--- src/period_match_timer8_pkg.sv ---
// Purpose: constants and carrier types for the 8-bit period timer
// Assumes: byte-wide register port, one 20 MHz clock
// Notes:   offsets are the register-port addresses
package period_match_timer8_pkg;

	// register addresses
	localparam logic [7:0] IRQ_FLAGS_ADDR = 8'h0C;
	localparam logic [7:0] COUNT_ADDR     = 8'h11;
	localparam logic [7:0] CONTROL_ADDR   = 8'h12;
	localparam logic [7:0] IRQ_EN_ADDR    = 8'h8C;
	localparam logic [7:0] PERIOD_ADDR    = 8'h92;

	// values after reset
	localparam logic [7:0] IRQ_FLAGS_RST = 8'h00;
	localparam logic [7:0] COUNT_RST     = 8'h00;
	localparam logic [6:0] CONTROL_RST   = 7'h00;
	localparam logic [7:0] IRQ_EN_RST    = 8'h00;
	localparam logic [7:0] PERIOD_RST    = 8'hFF;

	// field positions
	localparam int MATCH_FLAG_BIT = 1;
	localparam int CTL_PRE_LSB    = 0;
	localparam int CTL_RUN_BIT    = 2;
	localparam int CTL_POST_LSB   = 3;

	// instruction clock is the master clock divided by four
	localparam int unsigned MCLK_HZ   = 20_000_000;
	localparam int unsigned INSTR_DIV = 4;
	localparam logic [1:0]  INSTR_LAST = 2'(INSTR_DIV - 1);

	// prescaler terminal counts for 1:1, 1:4, 1:16
	localparam logic [3:0] PRE_LAST_1  = 4'h0;
	localparam logic [3:0] PRE_LAST_4  = 4'h3;
	localparam logic [3:0] PRE_LAST_16 = 4'hF;

	// control register image, bit 7 is not stored
	typedef struct packed {
		logic [3:0] postscale_select;
		logic       timer_run;
		logic [1:0] prescale_select;
	} control_t;

	// time base handed to the capture/compare unit
	typedef struct packed {
		logic [7:0] count;
		logic       match;
	} time_base_t;

endpackage

--- src/period_match_timer8.sv ---
// Purpose: 8-bit period-match timer with prescaler and postscaler
// Assumes: software drives the plain register port on mclk_i
// Notes:   read data appear in the cycle after the read strobe only
//
// Strobed register access was left to the implementer.
`timescale 1ns/10ps
`default_nettype none

module period_match_timer8
	import period_match_timer8_pkg::*;
(
	input  wire logic       mclk_i,
	input  wire logic       rst_i,
	input  wire logic [7:0] addr_i,
	input  wire logic [7:0] wdata_i,
	input  wire logic       wr_i,
	input  wire logic       rd_i,
	output logic      [7:0] rdata_o,
	output logic            irq_req_o,
	output logic            ssp_tick_o,
	output time_base_t      time_base_o
);

	logic [1:0] instr_div_reg;
	logic       instr_tick;
	logic [3:0] pre_cnt_reg;
	logic [3:0] pre_last;
	logic       inc;
	logic [7:0] count_reg;
	logic [7:0] period_reg;
	control_t   control_reg;
	logic       at_period;
	logic       match;
	logic       match_reg;
	logic [3:0] post_cnt_reg;
	logic       post_hit;
	logic       flag_reg;
	logic [7:0] irq_en_reg;
	logic       count_wr;
	logic       control_wr;
	logic [7:0] rdata_next;

	// write decode
	assign count_wr   = wr_i && (addr_i == COUNT_ADDR);
	assign control_wr = wr_i && (addr_i == CONTROL_ADDR);

	// instruction clock enable, free running
	always_ff @(posedge mclk_i or posedge rst_i)
	begin
		if (rst_i)
			instr_div_reg <= 2'h0;
		else if (instr_tick)
			instr_div_reg <= 2'h0;
		else
			instr_div_reg <= instr_div_reg + 2'h1;
	end

	assign instr_tick = (instr_div_reg == INSTR_LAST);

	// prescale ratio decode
	always_comb
	begin
		unique case (control_reg.prescale_select)
			2'b00:   pre_last = PRE_LAST_1;
			2'b01:   pre_last = PRE_LAST_4;
			2'b10:   pre_last = PRE_LAST_16;
			2'b11:   pre_last = PRE_LAST_16;
		endcase
	end

	// timer increment enable
	assign inc = instr_tick && control_reg.timer_run
		&& (pre_cnt_reg == pre_last);

	// prescaler counter
	always_ff @(posedge mclk_i or posedge rst_i)
	begin
		if (rst_i)
			pre_cnt_reg <= 4'h0;
		else if (count_wr || control_wr)
			pre_cnt_reg <= 4'h0;
		else if (inc)
			pre_cnt_reg <= 4'h0;
		else if (instr_tick && control_reg.timer_run)
			pre_cnt_reg <= pre_cnt_reg + 4'h1;
	end

	// period compare
	assign at_period = (count_reg == period_reg);
	assign match     = inc && at_period;

	// timer count, software write wins over an increment
	always_ff @(posedge mclk_i or posedge rst_i)
	begin
		if (rst_i)
			count_reg <= COUNT_RST;
		else if (count_wr)
			count_reg <= wdata_i;
		else if (match)
			count_reg <= 8'h00;
		else if (inc)
			count_reg <= count_reg + 8'h01;
	end

	// period register
	always_ff @(posedge mclk_i or posedge rst_i)
	begin
		if (rst_i)
			period_reg <= PERIOD_RST;
		else if (wr_i && addr_i == PERIOD_ADDR)
			period_reg <= wdata_i;
	end

	// control register, count is not touched here
	always_ff @(posedge mclk_i or posedge rst_i)
	begin
		if (rst_i)
			control_reg <= CONTROL_RST;
		else if (control_wr)
			control_reg <= wdata_i[6:0];
	end

	// postscaler counter
	assign post_hit = match
		&& (post_cnt_reg == control_reg.postscale_select);

	always_ff @(posedge mclk_i or posedge rst_i)
	begin
		if (rst_i)
			post_cnt_reg <= 4'h0;
		else if (count_wr || control_wr)
			post_cnt_reg <= 4'h0;
		else if (post_hit)
			post_cnt_reg <= 4'h0;
		else if (match)
			post_cnt_reg <= post_cnt_reg + 4'h1;
	end

	// match flag, a new hit beats a software clear
	always_ff @(posedge mclk_i or posedge rst_i)
	begin
		if (rst_i)
			flag_reg <= IRQ_FLAGS_RST[MATCH_FLAG_BIT];
		else if (post_hit)
			flag_reg <= 1'b1;
		else if (wr_i && addr_i == IRQ_FLAGS_ADDR)
			flag_reg <= wdata_i[MATCH_FLAG_BIT];
	end

	// interrupt enables
	always_ff @(posedge mclk_i or posedge rst_i)
	begin
		if (rst_i)
			irq_en_reg <= IRQ_EN_RST;
		else if (wr_i && addr_i == IRQ_EN_ADDR)
			irq_en_reg <= wdata_i;
	end

	// gated interrupt request
	always_ff @(posedge mclk_i or posedge rst_i)
	begin
		if (rst_i)
			irq_req_o <= 1'b0;
		else
			irq_req_o <= flag_reg && irq_en_reg[MATCH_FLAG_BIT];
	end

	// match pulse for serial port and PWM time base
	always_ff @(posedge mclk_i or posedge rst_i)
	begin
		if (rst_i)
			match_reg <= 1'b0;
		else
			match_reg <= match;
	end

	assign ssp_tick_o        = match_reg;
	assign time_base_o       = {count_reg, match_reg};

	// read mux
	always_comb
	begin
		rdata_next = 8'h00;
		if (rd_i)
		begin
			unique case (addr_i)
				IRQ_FLAGS_ADDR:
					rdata_next[MATCH_FLAG_BIT] = flag_reg;
				COUNT_ADDR:   rdata_next = count_reg;
				CONTROL_ADDR: rdata_next = {1'b0, control_reg};
				IRQ_EN_ADDR:  rdata_next = irq_en_reg;
				PERIOD_ADDR:  rdata_next = period_reg;
				default:      rdata_next = 8'h00;
			endcase
		end
	end

	// read data register, valid one cycle after the strobe
	always_ff @(posedge mclk_i or posedge rst_i)
	begin
		if (rst_i)
			rdata_o <= 8'h00;
		else
			rdata_o <= rdata_next;
	end
endmodule

`default_nettype wire

--- config.mk ---
export PLATFORM = sky130hd
export DESIGN_NAME = period_match_timer8
export DESIGN_NICKNAME = d
export VERILOG_FILES = /design/src/period_match_timer8_pkg.sv /design/src/period_match_timer8.sv
export SDC_FILE = /design/constraint.sdc
export NUM_CORES = 1
export LEC_CHECK = 0
export ABC_AREA = 1
export BUFFER_PORTS_ARGS = -buffer_cell sky130_fd_sc_hd__buf_2
export CAP_MARGIN = 20
export CORE_UTILIZATION = 58
export CTS_CLUSTER_DIAMETER = 60
export DETAILED_ROUTE_END_ITERATION = 7
export PLACE_DENSITY = 0.77
export SLEW_MARGIN = 20
export SYNTH_ARGS = -nofsm -noshare
export SYNTH_HDL_FRONTEND = slang
export SYNTH_SLANG_ARGS = --single-unit
--- constraint.sdc ---
create_clock -name mclk_i -period 2.4 [get_ports mclk_i]
set_clock_uncertainty 0.2 [all_clocks]
set_input_delay 0.48 -clock mclk_i [delete_from_list [all_inputs] [get_ports mclk_i]]
set_output_delay 0.48 -clock mclk_i [all_outputs]
set_load 0.01 [all_outputs]
======== Word-level counts from Yosys, hierarchy flattened ========
Index checks and enable logic that the tools add are counted.
word-level totals
  flip-flop bits (word level) ............. 52
  latch bits .............................. 0
  memory bits (writable) .................. 0
  ROM bits ................................ 0
  input bits .............................. 20
  logic and storage cells ................. 63
  memories kept ........................... 0
operators by class
  $add $sub $neg .......................... 4
  multiply operators ...................... 0
  divide/modulo/power cells ............... 0
  order comparisons ....................... 0
  equal/unequal tests ..................... 12
  shift operators ......................... 0
  multiplexer cells ....................... 17
  bitwise operators ....................... 0
  reductions and logical operators ........ 17
operators by type and width
  operator                                       count
  two-way mux 8 bit                              4
  two-way mux 4 bit                              6
  case mux 6 bit (4 select lines)                1
  == test 8 x 5 -> 1 bit, second input constant  2
  == test 8 bit, second input constant           2
  case mux 4 bit (3 select lines)                1
  logical AND 1 bit                              10
  nonzero test 3 bit                             3
  adder 4 x 1 -> 4 bit, second input constant    2
  adder 8 x 1 -> 8 bit, second input constant    1
  == test 4 bit                                  2
  == test 8 x 4 -> 1 bit, second input constant  1
  == test 8 bit                                  1
  == test 2 bit, second input constant           3
  case mux 1 bit (5 select lines)                1
  case mux 1 bit (4 select lines)                1
  adder 2 x 1 -> 2 bit, second input constant    1
  == test 2 x 1 -> 1 bit, second input constant  1
  logical NOT 2 bit                              1
  two-way mux 1 bit                              2
  two-way mux 2 bit                              1
  nonzero test 2 bit                             1
  OR reduction 2 bit                             1
  logical OR 1 bit                               1

======== Longest topological paths before layout ========
Gate-level depths: netlist (run 1).
  word-level depth ........................ 9
  mapped depth ............................ 12

======== Worst setup path after synthesis (run 1) ========
Ideal clock, no wire load.
  path type ............................... input-to-reg
  start point ............................. input addr_i[1]
  end point ............................... register post_cnt_reg[2]
  setup time .............................. 0.118 ns
  data arrival time ....................... 1.323 ns
  setup slack ............................. 0.759 ns
  stages .................................. 12
  cells stage by stage .................... inv_1 nand2_1 nor2_2 nand2_4 inv_2 nand2_4 nand2_4 inv_4 nand2_4 inv_2 nand2_1 nand2_1
on the way
  cells in the longest elaborated chain, start to end .. 4
  elaborated cells on any way between the ends .. 7
  classes of those cells .................. eq/ne: 2; mux: 1; reduce/logical: 4
ends and longest elaborated chain
  element                                                                   line                                                  text
  start: declaration                                                        period_match_timer8.sv:14                             input wire logic [7:0] addr_i,
  == test 8 x 5 -> 1 bit, on equally long branches                          period_match_timer8.sv:44, period_match_timer8.sv:45
  logical AND 1 bit, on equally long branches                               period_match_timer8.sv:44, period_match_timer8.sv:45
  logical OR 1 bit *                                                        period_match_timer8.sv:131                            else if (count_wr || control_wr)
  nonzero test 3 bit (no source line) or two-way mux 4 bit (tied branches)  n/a
  end signal: assignment                                                    period_match_timer8.sv:136                            post_cnt_reg <= post_cnt_reg + 4'h1;
  end: declaration                                                          period_match_timer8.sv:35                             logic [3:0] post_cnt_reg;
Mark *: on every way between the ends. The rest lies on a longest branch, timed or not.
A chain may end at the register's enable or synchronous reset.

======== Final worst setup path (run 1) ========
  start point ............................. register instr_div_reg[0]
  end point ............................... register count_reg[7]
on the way
  cells in the longest elaborated chain, start to end .. 6
  elaborated cells on any way between the ends .. 7
  classes of those cells .................. eq/ne: 1; mux: 2; reduce/logical: 4
ends and longest elaborated chain
  element                   line                        text
  start: declaration        period_match_timer8.sv:24   logic [1:0] instr_div_reg;
  start signal: assignment  period_match_timer8.sv:55   instr_div_reg <= instr_div_reg + 2'h1;
  == test 2 bit *           period_match_timer8.sv:58   assign instr_tick = (instr_div_reg == INSTR_LAST);
  logical AND 1 bit *       period_match_timer8.sv:72   assign inc = instr_tick && control_reg.timer_run
  logical AND 1 bit *       period_match_timer8.sv:73   && (pre_cnt_reg == pre_last);
  logical AND 1 bit         period_match_timer8.sv:90   assign match = inc && at_period;
  two-way mux 8 bit         period_match_timer8.sv:99   else if (match)
  two-way mux 8 bit         period_match_timer8.sv:97   else if (count_wr)
  end signal: assignment    period_match_timer8.sv:98   count_reg <= wdata_i;
  end signal: assignment    period_match_timer8.sv:102  count_reg <= count_reg + 8'h01;
  end: declaration          period_match_timer8.sv:29   logic [7:0] count_reg;
Marks and branches as above.

==> metrics.md, run 1 <==
| Metric | Value |
|---|---|
| First-pass GRT wire length | `10.9 mm` |
| Maximum fanout along the worst path | `9` |
| Final Cycle Share | `77.4%` |
| Cts bufs inserted | `5` |
| Finished Layout Cells | `507` |
| Die width | `73.9 um` |
| DRT Pass-1 Iters | `5` |
| DP Cell Count | `499` |
| Net Count, Synth | `421` |
| Critical path arrival | `1.91 ns` |
| Mapped Area | `3000 um2` |
| Peak supply drop | `0.360 mV` |
| Status | `complete, no violations` |
| Highest clock rate | `538 MHz` |
| Final Hold Fails | `0` |
| Post-CTS Repair Setup Buffers | `0` |
| Initial antenna violation count | `0` |
| Initial core utilization | `61.9%` |
| Largest net degree at the start of global routing | `53` |
| GPL Wtd Cong | `0.861` |
| Antenna viol nets, final | `0` |
| DRC | `0` |
| Unrepaired setup endpoints after global routing | `no` |
| Dpl ws | `0.473 ns` |
| Fillcell total | `406` |
| Worst Setup Slack, final | `0.542 ns` |
| Setup TNS | `0 ns` |
| Min cycle time layout | `1.86 ns` |
| Clock Path Buffers | `2` |
| Met3 WL post-DR | `336 um` |
| Via count | `2642` |
| Top sig layer | `met4` |
| Leading cell types in the layout, fill and taps excluded | `nand2_1 (131), dfrtp_1 (44), inv_1 (41), nor2_1 (40), buf_2 (38)` |
| Average wire per standard cell | `12.9 um` |
| First DRT Iteration DRCs | `140` |
| Seq cells post-synth | `52` |
| DRT Wirelength | `6.54 mm` |
| Nets | `463` |
| Synth top area share | `36.7%` |
| # setup viols final | `0` |
| Crit path capture type | `flop` |
| N_diodes | `0` |
| CTS Hold Bufs | `0` |
| Area growth from synthesis to layout | `12.5%` |
| Most common cell after layout, fill and taps aside | `nand2_1` |
| Total congestion overflow | `0` |
| Routed wl met2 | `2.96 mm` |
| Worst Setup Path Type | `flop to flop` |
| Clk sink count | `52` |
| Crit path launch type | `flop` |
| Max_cap viols | `0` |
| Final Max Tran Viols | `0` |
| CP Data Required Time | `2.45 ns` |
| Clk Latency, worst-skew pair | `0.31 ns` |
| Netlist cell types | `29` |
| Vias in the first global route | `2306` |
| Clk slew on worst S/H paths | `0.10 ns` |
| Worst-Margin Slew | `0.340 ns` |
| Core area | `4850 um2` |
| Die height | `73.9 um` |
| Slew margin rel. | `77.2%` |
| Hold crit path type | `input pin to asynchronous set/reset pin` |
| Sequential area share after synthesis | `43.7%` |
| Warnings, synthesis | `0` |
| Overall Power | `0.00185 W` |
| DR vias/cell | `5.21` |
| PostCTS Resize Cnt | `0` |
| R2R depth | `9` |
| Layout cells sized above 1 | `23.2%` |
| Top cells by area, synth | `dfrtp_1 (37%), nand2_1 (16%), dfstp_2 (7.0%), inv_1 (5.3%), nor2_1 (5.0%)` |
| Die area | `5460 um2` |
| Area leader, netlist | `dfrtp_1` |
| Reg2reg setup slack | `0.54 ns` |
| H-Tree Depth | `2` |
| HPWL Detailed | `4.90 mm` |
| Leak | `1.76 nW` |
| Top Ports | `39` |
| Cell Rows | `25` |
| TritonCTS clock tree | `built` |
| Synth Instances | `397` |
| Total GRT Usage | `26.8%` |
| Met1 wire length | `3.17 mm` |
| Number of port buffers | `38` |
| Syn Area/Cell | `7.56 um2` |
| Pwr/cell area | `547 nW/um2` |
| Root buffer cell | `clkbuf_8` |
[worst paths after layout]
kind                                  startpoint               end
worst min register to register  instr_div_reg[0]  instr_div_reg[0]
worst max register to register  instr_div_reg[0]      count_reg[7]
min in group mclk_i                   wdata_i[5]      count_reg[5]
worst max-delay path            instr_div_reg[0]      count_reg[7]
max in group asynchronous                  rst_i     period_reg[7]
worst min-delay path                       rst_i          flag_reg
[worst max-delay path, stage by stage, from the launching register on]
cell and delay, ns:
dfrtp_1 0.39, ha_1 0.21, nand2_1 0.12, inv_2 0.07, nand3_1 0.09, nor2_2 0.07, buf_4 0.17, nor2_2 0.28
nand2_1 0.10, nand3_1 0.09
[synth_stat cells]
cell type  number
nand3_2         2
nand2_2         5
nand2_1       131
nor3b_1         1
buf_2           3
clkinv_1        1
xnor2_1         6
inv_4           2
nor2_1         40
inv_1          42
o21ai_0        19
dfstp_2         8
buf_6           2
nor2_4          2
xor2_1          5
buf_4           1
dfrtp_1        44
nand4_1         8
a21oi_1         1
nand2_4         6
nand3_1        22
ha_1            4
o21ai_2        16
inv_2           7
nor2_2          3
nor3_2          1
o31ai_1         1
o21ai_1        10
nor3_1          4
[per-layer routing]
layer	track usage, %	vias to the layer above
met1	39.5	1216
li1	-	1334
met5	0	-
met4	7.26	0
met2	40.9	85
met3	4.25	7
[stage by stage]
step                hold WS [ns]  instance area (um2)  utilization (%)
detailed placement         0.216                 3260             67.3
global placement           0.214                 3260             67.3
CTS                       0.0200                 3380             69.6
global route              0.0349                 3380             69.6
floorplan                  0.203                 3000                -
finish                   0.00334                 3380             69.6
[where the power goes]
group	switching, W	internal [W]	total (W)
clock	0.000299	0.000309	0.000608
combinational	0.000162	0.0000971	0.000260
sequential	0.0000569	0.000924	0.000981
total	0.000518	0.00133	0.00185
[logic make-up (layout without fill, tap and decap cells)]
group	after synthesis	after routing	synth area share (%)
compound gates	47	47	9.92
xor+xnor	11	11	3.21
fa+ha+maj	4	4	1.67
buf+inv	58	101	8.17
flops	52	52	43.7
simple gates	225	225	33.3
[cell type report]
cell class                      count  area, um2  area share [%]
Clock inverter                      3       42.5            1.26
Clock buffer                        5       68.8            2.04
Timing Repair Buffer               41        225            6.67
Tap cell                           67       83.8            2.48
Multi-Input combinational cell    287       1440            42.8
Sequential cell                    52       1310            38.8
Inverter                           52        200            5.93
Power figures use the tool's default switching activity.
==> inputs of run 2 (changes only) <==
- CORE_UTILIZATION: 58 -> 52
- PLACE_DENSITY: 0.77 -> 0.73
- clock period: 2.4 -> 1.7 ns (I/O delays scaled with it)
==> metrics.md, run 2 (synthesized netlist as in run 1, its figures left out) <==
| Metric | Value |
|---|---|
| R2R depth | `9 (unchanged)` |
| Leading cell types in the layout, fill and taps excluded | `nand2_1 (120), dfrtp_1 (42), inv_1 (38), buf_2 (38) (was nand2_1 (131), dfrtp_1 (44), inv_1 (41), nor2_1 (40), buf_2 (38))` |
| Clk network pwr share | `31.6% (was 32.9%)` |
| Via count | `2758 (was 2642)` |
| Initial antenna violation count | `0 (unchanged)` |
| Total congestion overflow | `0 (unchanged)` |
| HPWL Detailed | `5.22 mm (was 4.90 mm)` |
| Unrepaired setup endpoints after global routing | `yes (was no)` |
| Crit path launch type | `flop (unchanged)` |
| Finished Layout Cells | `548 (was 507)` |
| Internal | `0.00195 W (was 0.00133 W)` |
| Max_cap viols | `0 (unchanged)` |
| Grt met2 use | `41.4% (was 40.9%)` |
| Met1 usage | `36.6% (was 39.5%)` |
| Final Max Tran Viols | `0 (unchanged)` |
| First-pass GRT wire length | `12.1 mm (was 10.9 mm)` |
| Layout cells sized above 1 | `34.9% (was 23.2%)` |
| DR vias/cell | `5.03 (was 5.21)` |
| Total GRT Usage | `25.7% (was 26.8%)` |
| Hold Crit Depth | `3` |
| GPL Wtd Cong | `0.826 (was 0.861)` |
| Hold Crit Start | `wdata_i[6]` |
| DRT Wirelength | `7.29 mm (was 6.54 mm)` |
| Largest net degree at the start of global routing | `53 (unchanged)` |
| Highest clock rate | `579 MHz (was 538 MHz)` |
| Final Hold Fails | `0 (unchanged)` |
| Die height | `78.0 um (was 73.9 um)` |
| Die area | `6080 um2 (was 5460 um2)` |
| DRC | `0 (unchanged)` |
| Reg2reg end | `post_cnt_reg[2] (was count_reg[7])` |
| RR Startpoint | `period_reg[3] (was instr_div_reg[0])` |
| DP Cell Count | `531 (was 499)` |
| Initial core utilization | `54.2% (was 61.9%)` |
| Root buffer cell | `clkbuf_8 (unchanged)` |
| Reg2reg setup slack | `-0.03 ns (was 0.54 ns)` |
| Critical path arrival | `1.74 ns (was 1.91 ns)` |
| Final Cycle Share | `102% (was 77.4%)` |
| Worst-Margin Slew | `0.282 ns (was 0.340 ns)` |
| Worst Setup Path Type | `flop to flop (unchanged)` |
| Fillcell total | `465 (was 406)` |
| Worst Setup Slack, final | `-0.0275 ns (was 0.542 ns)` |
| Number of port buffers | `38 (unchanged)` |
| Crit path capture type | `flop (unchanged)` |
| Final Util | `68.2% (was 69.6%)` |
| Hold crit path type | `input pin to flop (was input pin to asynchronous set/reset pin)` |
| Worst Hold End | `count_reg[6]` |
| Sw frac | `29.0% (was 28.0%)` |
| Worst hold slack | `0.0572 ns (was 0.00334 ns)` |
| Core area | `5540 um2 (was 4850 um2)` |
| Die width | `78.0 um (was 73.9 um)` |
| Flop pwr share | `49.8% (was 53.1%)` |
| Comb pwr share | `18.6% (was 14.0%)` |
| Met3 usage | `3.65% (was 4.25%)` |
| First DRT Iteration DRCs | `168 (was 140)` |
| Maximum fanout along the worst path | `5 (was 9)` |
| Most common cell after layout, fill and taps aside | `nand2_1 (unchanged)` |
| Clk Latency, worst-skew pair | `0.31 ns (about the same)` |
| Average wire per standard cell | `13.3 um (was 12.9 um)` |
| Crit path from | `period_reg[3] (was instr_div_reg[0])` |
| Area growth from synthesis to layout | `25.9% (was 12.5%)` |
| N_diodes | `0 (unchanged)` |
| Clk slew on worst S/H paths | `0.10 ns (about the same)` |
| Clock Path Buffers | `2 (unchanged)` |
| DRT Pass-1 Iters | `4 (was 5)` |
| Top Ports | `39 (unchanged)` |
| Min cycle time layout | `1.73 ns (was 1.86 ns)` |
| CP Data Required Time | `1.71 ns (was 2.45 ns)` |
| Vias in the first global route | `2526 (was 2306)` |
| Net Switching | `0.000797 W (was 0.000518 W)` |
| # setup viols final | `5 (was 0)` |
| Clk sink count | `52 (unchanged)` |
| H-Tree Depth | `2 (unchanged)` |
| Leak | `1.95 nW (was 1.76 nW)` |
| Status | `finished with violations (was complete, no violations)` |
| Cts bufs inserted | `5 (unchanged)` |
| Nets | `499 (was 463)` |
| Failing checks | `negative setup slack` |
| Antenna viol nets, final | `0 (unchanged)` |
| Slew margin rel. | `81.2% (was 77.2%)` |
| Cell Rows | `27 (was 25)` |
| Pwr/cell area | `727 nW/um2 (was 547 nW/um2)` |
| Peak supply drop | `0.395 mV (was 0.360 mV)` |
| Busiest grt layer | `met2 (unchanged)` |
| TritonCTS clock tree | `built (unchanged)` |
-- run 2: changes by cell type in the layout (fill, tap and decap cells not counted), sizes merged --
cell	delta
clkinvlp	+1
dlygate4sd3	+1
buf	+35
clkinv	-1
-- run 2: worst max path at each step --
stage	to	slack, ns
4_1_cts	pre_cnt_reg[2]	-0.001
6_report	post_cnt_reg[2]	-0.03
5_1_grt	post_cnt_reg[2]	-0.11
3_3_place_gp	count_reg[7]	-0.10
3_5_place_dp	count_reg[7]	-0.13
2_1_floorplan	pre_cnt_reg[2]	0.11
-- run 2: worst max-delay path, cell delays in order, from the launching register on --
cell     delay (ns)
dfstp_2        0.56
inv_2          0.04
nand2_1        0.05
nand2_1        0.07
nor2_1         0.15
nand2_1        0.09
nor2_2         0.18
nand3_4        0.14
nand3_2        0.10
nand2_1        0.05
-- run 2: final cells by class --
cell class / instances / area [um2] / share of cell area [%]
clock buffer: 5 / 68.8 / 1.82
clock inverter: 3 / 42.5 / 1.13
inverter: 52 / 206 / 5.47
multi-input combinational: 287 / 1550 / 41.1
sequential: 52 / 1310 / 34.8
tap: 72 / 90.1 / 2.38
timing repair buffer: 77 / 502 / 13.3
-- run 2: power by group through the flow --
| stage | logic, W | clock network, W | registers, W |
|---|---|---|---|
| detailed placement | 0.000441 | 0 | 0.00139 |
| floorplan | 0.000257 | 0 | 0.00139 |
| global placement | 0.000429 | 0 | 0.00139 |
| finish | 0.000511 | 0.000868 | 0.00137 |
| global route | 0.000569 | 0.000924 | 0.00138 |
| CTS | 0.000473 | 0.000870 | 0.00136 |
-- run 2: timing repair --
action / 4_1_cts / 5_1_grt
resized for setup: 8 / 30
endpoints found under the hold margin: 44 / 0
setup buffers: 0 / 8
endpoints found under the setup margin: 12 / 15
hold buffers: 1 / 0
pin swaps: 0 / 19
-- run 2: per-stage QoR --
| stage | TNS, ns | cell area [um2] | setup WS (ns) | total power (W) |
|---|---|---|---|---|
| floorplan | 0 | 3000 | 0.113 | 0.00164 |
| global route | -0.836 | 3780 | -0.111 | 0.00287 |
| CTS | -0.00146 | 3630 | -0.00146 | 0.00271 |
| global placement | -0.646 | 3480 | -0.101 | 0.00181 |
| finish | -0.0998 | 3780 | -0.0275 | 0.00275 |
| detailed placement | -1.19 | 3480 | -0.128 | 0.00183 |
-- run 2: metal layers --
| layer | vias to the layer above | wire length, um |
|---|---|---|
| li1 | 1411 | - |
| met3 | 12 | 434 |
| met2 | 88 | 3390 |
| met4 | 0 | 91 |
| met5 | - | 0 |
| met1 | 1247 | 3370 |
==> inputs of run 3 (changes only) <==
- SKIP_LAST_GASP: not set -> 1
==> metrics.md, run 3 (synthesized netlist as in run 1, its figures left out) <==
| Metric | Value |
|---|---|
| Initial antenna violation count | `0 (unchanged)` |
| Slew margin rel. | `80.9% (was 81.2%)` |
| H-Tree Depth | `2 (unchanged)` |
| Die height | `78.0 um (unchanged)` |
| N_diodes | `0 (unchanged)` |
| Largest net degree at the start of global routing | `53 (unchanged)` |
| Status | `finished with violations (unchanged)` |
| Antenna viol nets, final | `0 (unchanged)` |
| RR Startpoint | `period_reg[3] (unchanged)` |
| Comb pwr share | `18.6% (about the same)` |
| First DRT Iteration DRCs | `169 (was 168)` |
| DRT Wirelength | `7.37 mm (was 7.29 mm)` |
| Failing checks | `negative setup slack (unchanged)` |
| Cell Rows | `27 (unchanged)` |
| Final Cycle Share | `103% (was 102%)` |
| First-pass GRT wire length | `12.1 mm (unchanged)` |
| Vias in the first global route | `2526 (unchanged)` |
| Unrepaired setup endpoints after global routing | `yes (unchanged)` |
| Area growth from synthesis to layout | `25.8% (was 25.9%)` |
| HPWL Detailed | `5.22 mm (unchanged)` |
| Clk network pwr share | `31.6% (about the same)` |
| Worst Hold End | `count_reg[6] (unchanged)` |
| Clock Path Buffers | `2 (unchanged)` |
| Net Switching | `0.000796 W (was 0.000797 W)` |
| Average wire per standard cell | `13.4 um (was 13.3 um)` |
| Crit path capture type | `flop (unchanged)` |
| Hold Crit Start | `wdata_i[6] (unchanged)` |
| Register area | `1310 um2 (unchanged)` |
| Most common cell after layout, fill and taps aside | `nand2_1 (unchanged)` |
| Fillcell total | `469 (was 465)` |
| Peak supply drop | `0.390 mV (was 0.395 mV)` |
| Initial core utilization | `54.2% (unchanged)` |
| Hold crit path type | `input pin to flop (unchanged)` |
| Worst-Margin Slew | `0.287 ns (was 0.282 ns)` |
| Max_cap viols | `0 (unchanged)` |
| DR vias/cell | `5.07 (was 5.03)` |
| Crit path launch type | `flop (unchanged)` |
| Final Max Tran Viols | `0 (unchanged)` |
| Reg2reg end | `post_cnt_reg[2] (unchanged)` |
| Worst hold slack | `0.0582 ns (was 0.0572 ns)` |
| Die width | `78.0 um (unchanged)` |
| Sw frac | `29.0% (about the same)` |
| Clk Latency, worst-skew pair | `0.31 ns (about the same)` |
| # setup viols final | `5 (unchanged)` |
| R2R depth | `9 (unchanged)` |
| Leak | `1.95 nW (about the same)` |
| Final Hold Fails | `0 (unchanged)` |
| Critical path arrival | `1.76 ns (was 1.74 ns)` |
| Flop pwr share | `49.8% (about the same)` |
| Min cycle time layout | `1.75 ns (was 1.73 ns)` |
| GPL Wtd Cong | `0.826 (unchanged)` |
| Internal | `0.00195 W (about the same)` |
| CP Data Required Time | `1.71 ns (about the same)` |
| Multi-input gate area | `1550 um2 (about the same)` |
| Highest clock rate | `572 MHz (was 579 MHz)` |
| Top Ports | `39 (unchanged)` |
| Maximum fanout along the worst path | `5 (unchanged)` |
| Clk slew on worst S/H paths | `0.10 ns (about the same)` |
| Hold Crit Depth | `3 (unchanged)` |
| Layout cells sized above 1 | `34.7% (was 34.9%)` |
| Number of port buffers | `38 (unchanged)` |
| Worst Setup Slack, final | `-0.0493 ns (was -0.0275 ns)` |
| Worst Setup Path Type | `flop to flop (unchanged)` |
| Overall Power | `0.00274 W (was 0.00275 W)` |
| Via count | `2779 (was 2758)` |
| Total GRT Usage | `25.7% (unchanged)` |
| Reg2reg setup slack | `-0.05 ns (was -0.03 ns)` |
| Clk sink count | `52 (unchanged)` |
| Total congestion overflow | `0 (unchanged)` |
| DRT Pass-1 Iters | `5 (was 4)` |
| Core area | `5540 um2 (unchanged)` |
| Leading cell types in the layout, fill and taps excluded | `nand2_1 (121), dfrtp_1 (42), inv_1 (38), buf_2 (38) (was nand2_1 (120), dfrtp_1 (42), inv_1 (38), buf_2 (38))` |
| Cts bufs inserted | `5 (unchanged)` |
| TritonCTS clock tree | `built (unchanged)` |
| Nets | `499 (unchanged)` |
| DRC | `0 (unchanged)` |
| Pwr/cell area | `727 nW/um2 (about the same)` |
| Die area | `6080 um2 (unchanged)` |
| Root buffer cell | `clkbuf_8 (unchanged)` |
-- run 3: metrics by stage --
| step | TNS [ns] | cells | utilization [%] | cell area (um2) | setup slack [ns] |
|---|---|---|---|---|---|
| after floorplan | 0 | 397 | - | 3000 | 0.113 |
| after global placement | -0.646 | 531 | 62.8 | 3480 | -0.101 |
| after detailed placement | -1.19 | 531 | 62.8 | 3480 | -0.128 |
| after CTS | -0.00295 | 540 | 65.4 | 3630 | -0.00295 |
| after global routing | -0.899 | 548 | 68.1 | 3770 | -0.136 |
| final | -0.167 | 548 | 68.1 | 3770 | -0.0493 |
-- run 3: worst max path at each step --
stage / start / endpoint / slack [ns] / cells past startpoint
floorplan: instr_div_reg[0] / pre_cnt_reg[2] / 0.11 / 9
global placement: period_reg[7] / count_reg[7] / -0.10 / 9
detailed placement: period_reg[7] / count_reg[7] / -0.13 / 9
CTS: instr_div_reg[0] / post_cnt_reg[1] / -0.003 / 10
global route: period_reg[3] / post_cnt_reg[3] / -0.14 / 9
finish: period_reg[3] / post_cnt_reg[2] / -0.05 / 9
-- run 3: layer usage --
| metal | up-vias | global-route usage [%] | wire, um |
|---|---|---|---|
| met2 | 90 | 41.4 | 3490 |
| li1 | 1409 | - | - |
| met5 | - | 0 | 0 |
| met1 | 1268 | 36.6 | 3410 |
| met3 | 12 | 3.65 | 375 |
| met4 | 0 | 6.30 | 92 |
-- run 3: layout make-up --
cell class                      instances  area share (%)
Clock inverter                          3            1.13
Sequential cell                        52            34.8
Inverter                               52            5.47
Multi-Input combinational cell        287            41.1
Tap cell                               72            2.39
Clock buffer                            5            1.82
Timing Repair Buffer                   77            13.3
-- run 3: worst max-delay path, cell delays in order (launching register included) --
cell	delay, ns
dfstp_2	0.56
inv_2	0.04
nand2_1	0.05
nand2_1	0.07
nor2_1	0.15
nand2_1	0.08
nor2_2	0.18
nand3_4	0.15
nand3_2	0.11
nand2_1	0.05
-- run 3: repair_timing --
| item | 4_1_cts | 5_1_grt |
|---|---|---|
| buffers inserted | 0 | 8 |
| pin swaps | 0 | 19 |
| hold endpoints to repair | 44 | 0 |
| resized for setup | 7 | 30 |
| setup endpoints to repair | 12 | 15 |
| hold buffers | 1 | 0 |
-- run 3: power by group through the flow --
stage / logic [W] / registers, W / clock network, W
finish: 0.000512 / 0.00137 / 0.000866
global route: 0.000568 / 0.00138 / 0.000924
CTS: 0.000467 / 0.00136 / 0.000870
detailed placement: 0.000441 / 0.00139 / 0
global placement: 0.000429 / 0.00139 / 0
floorplan: 0.000257 / 0.00139 / 0
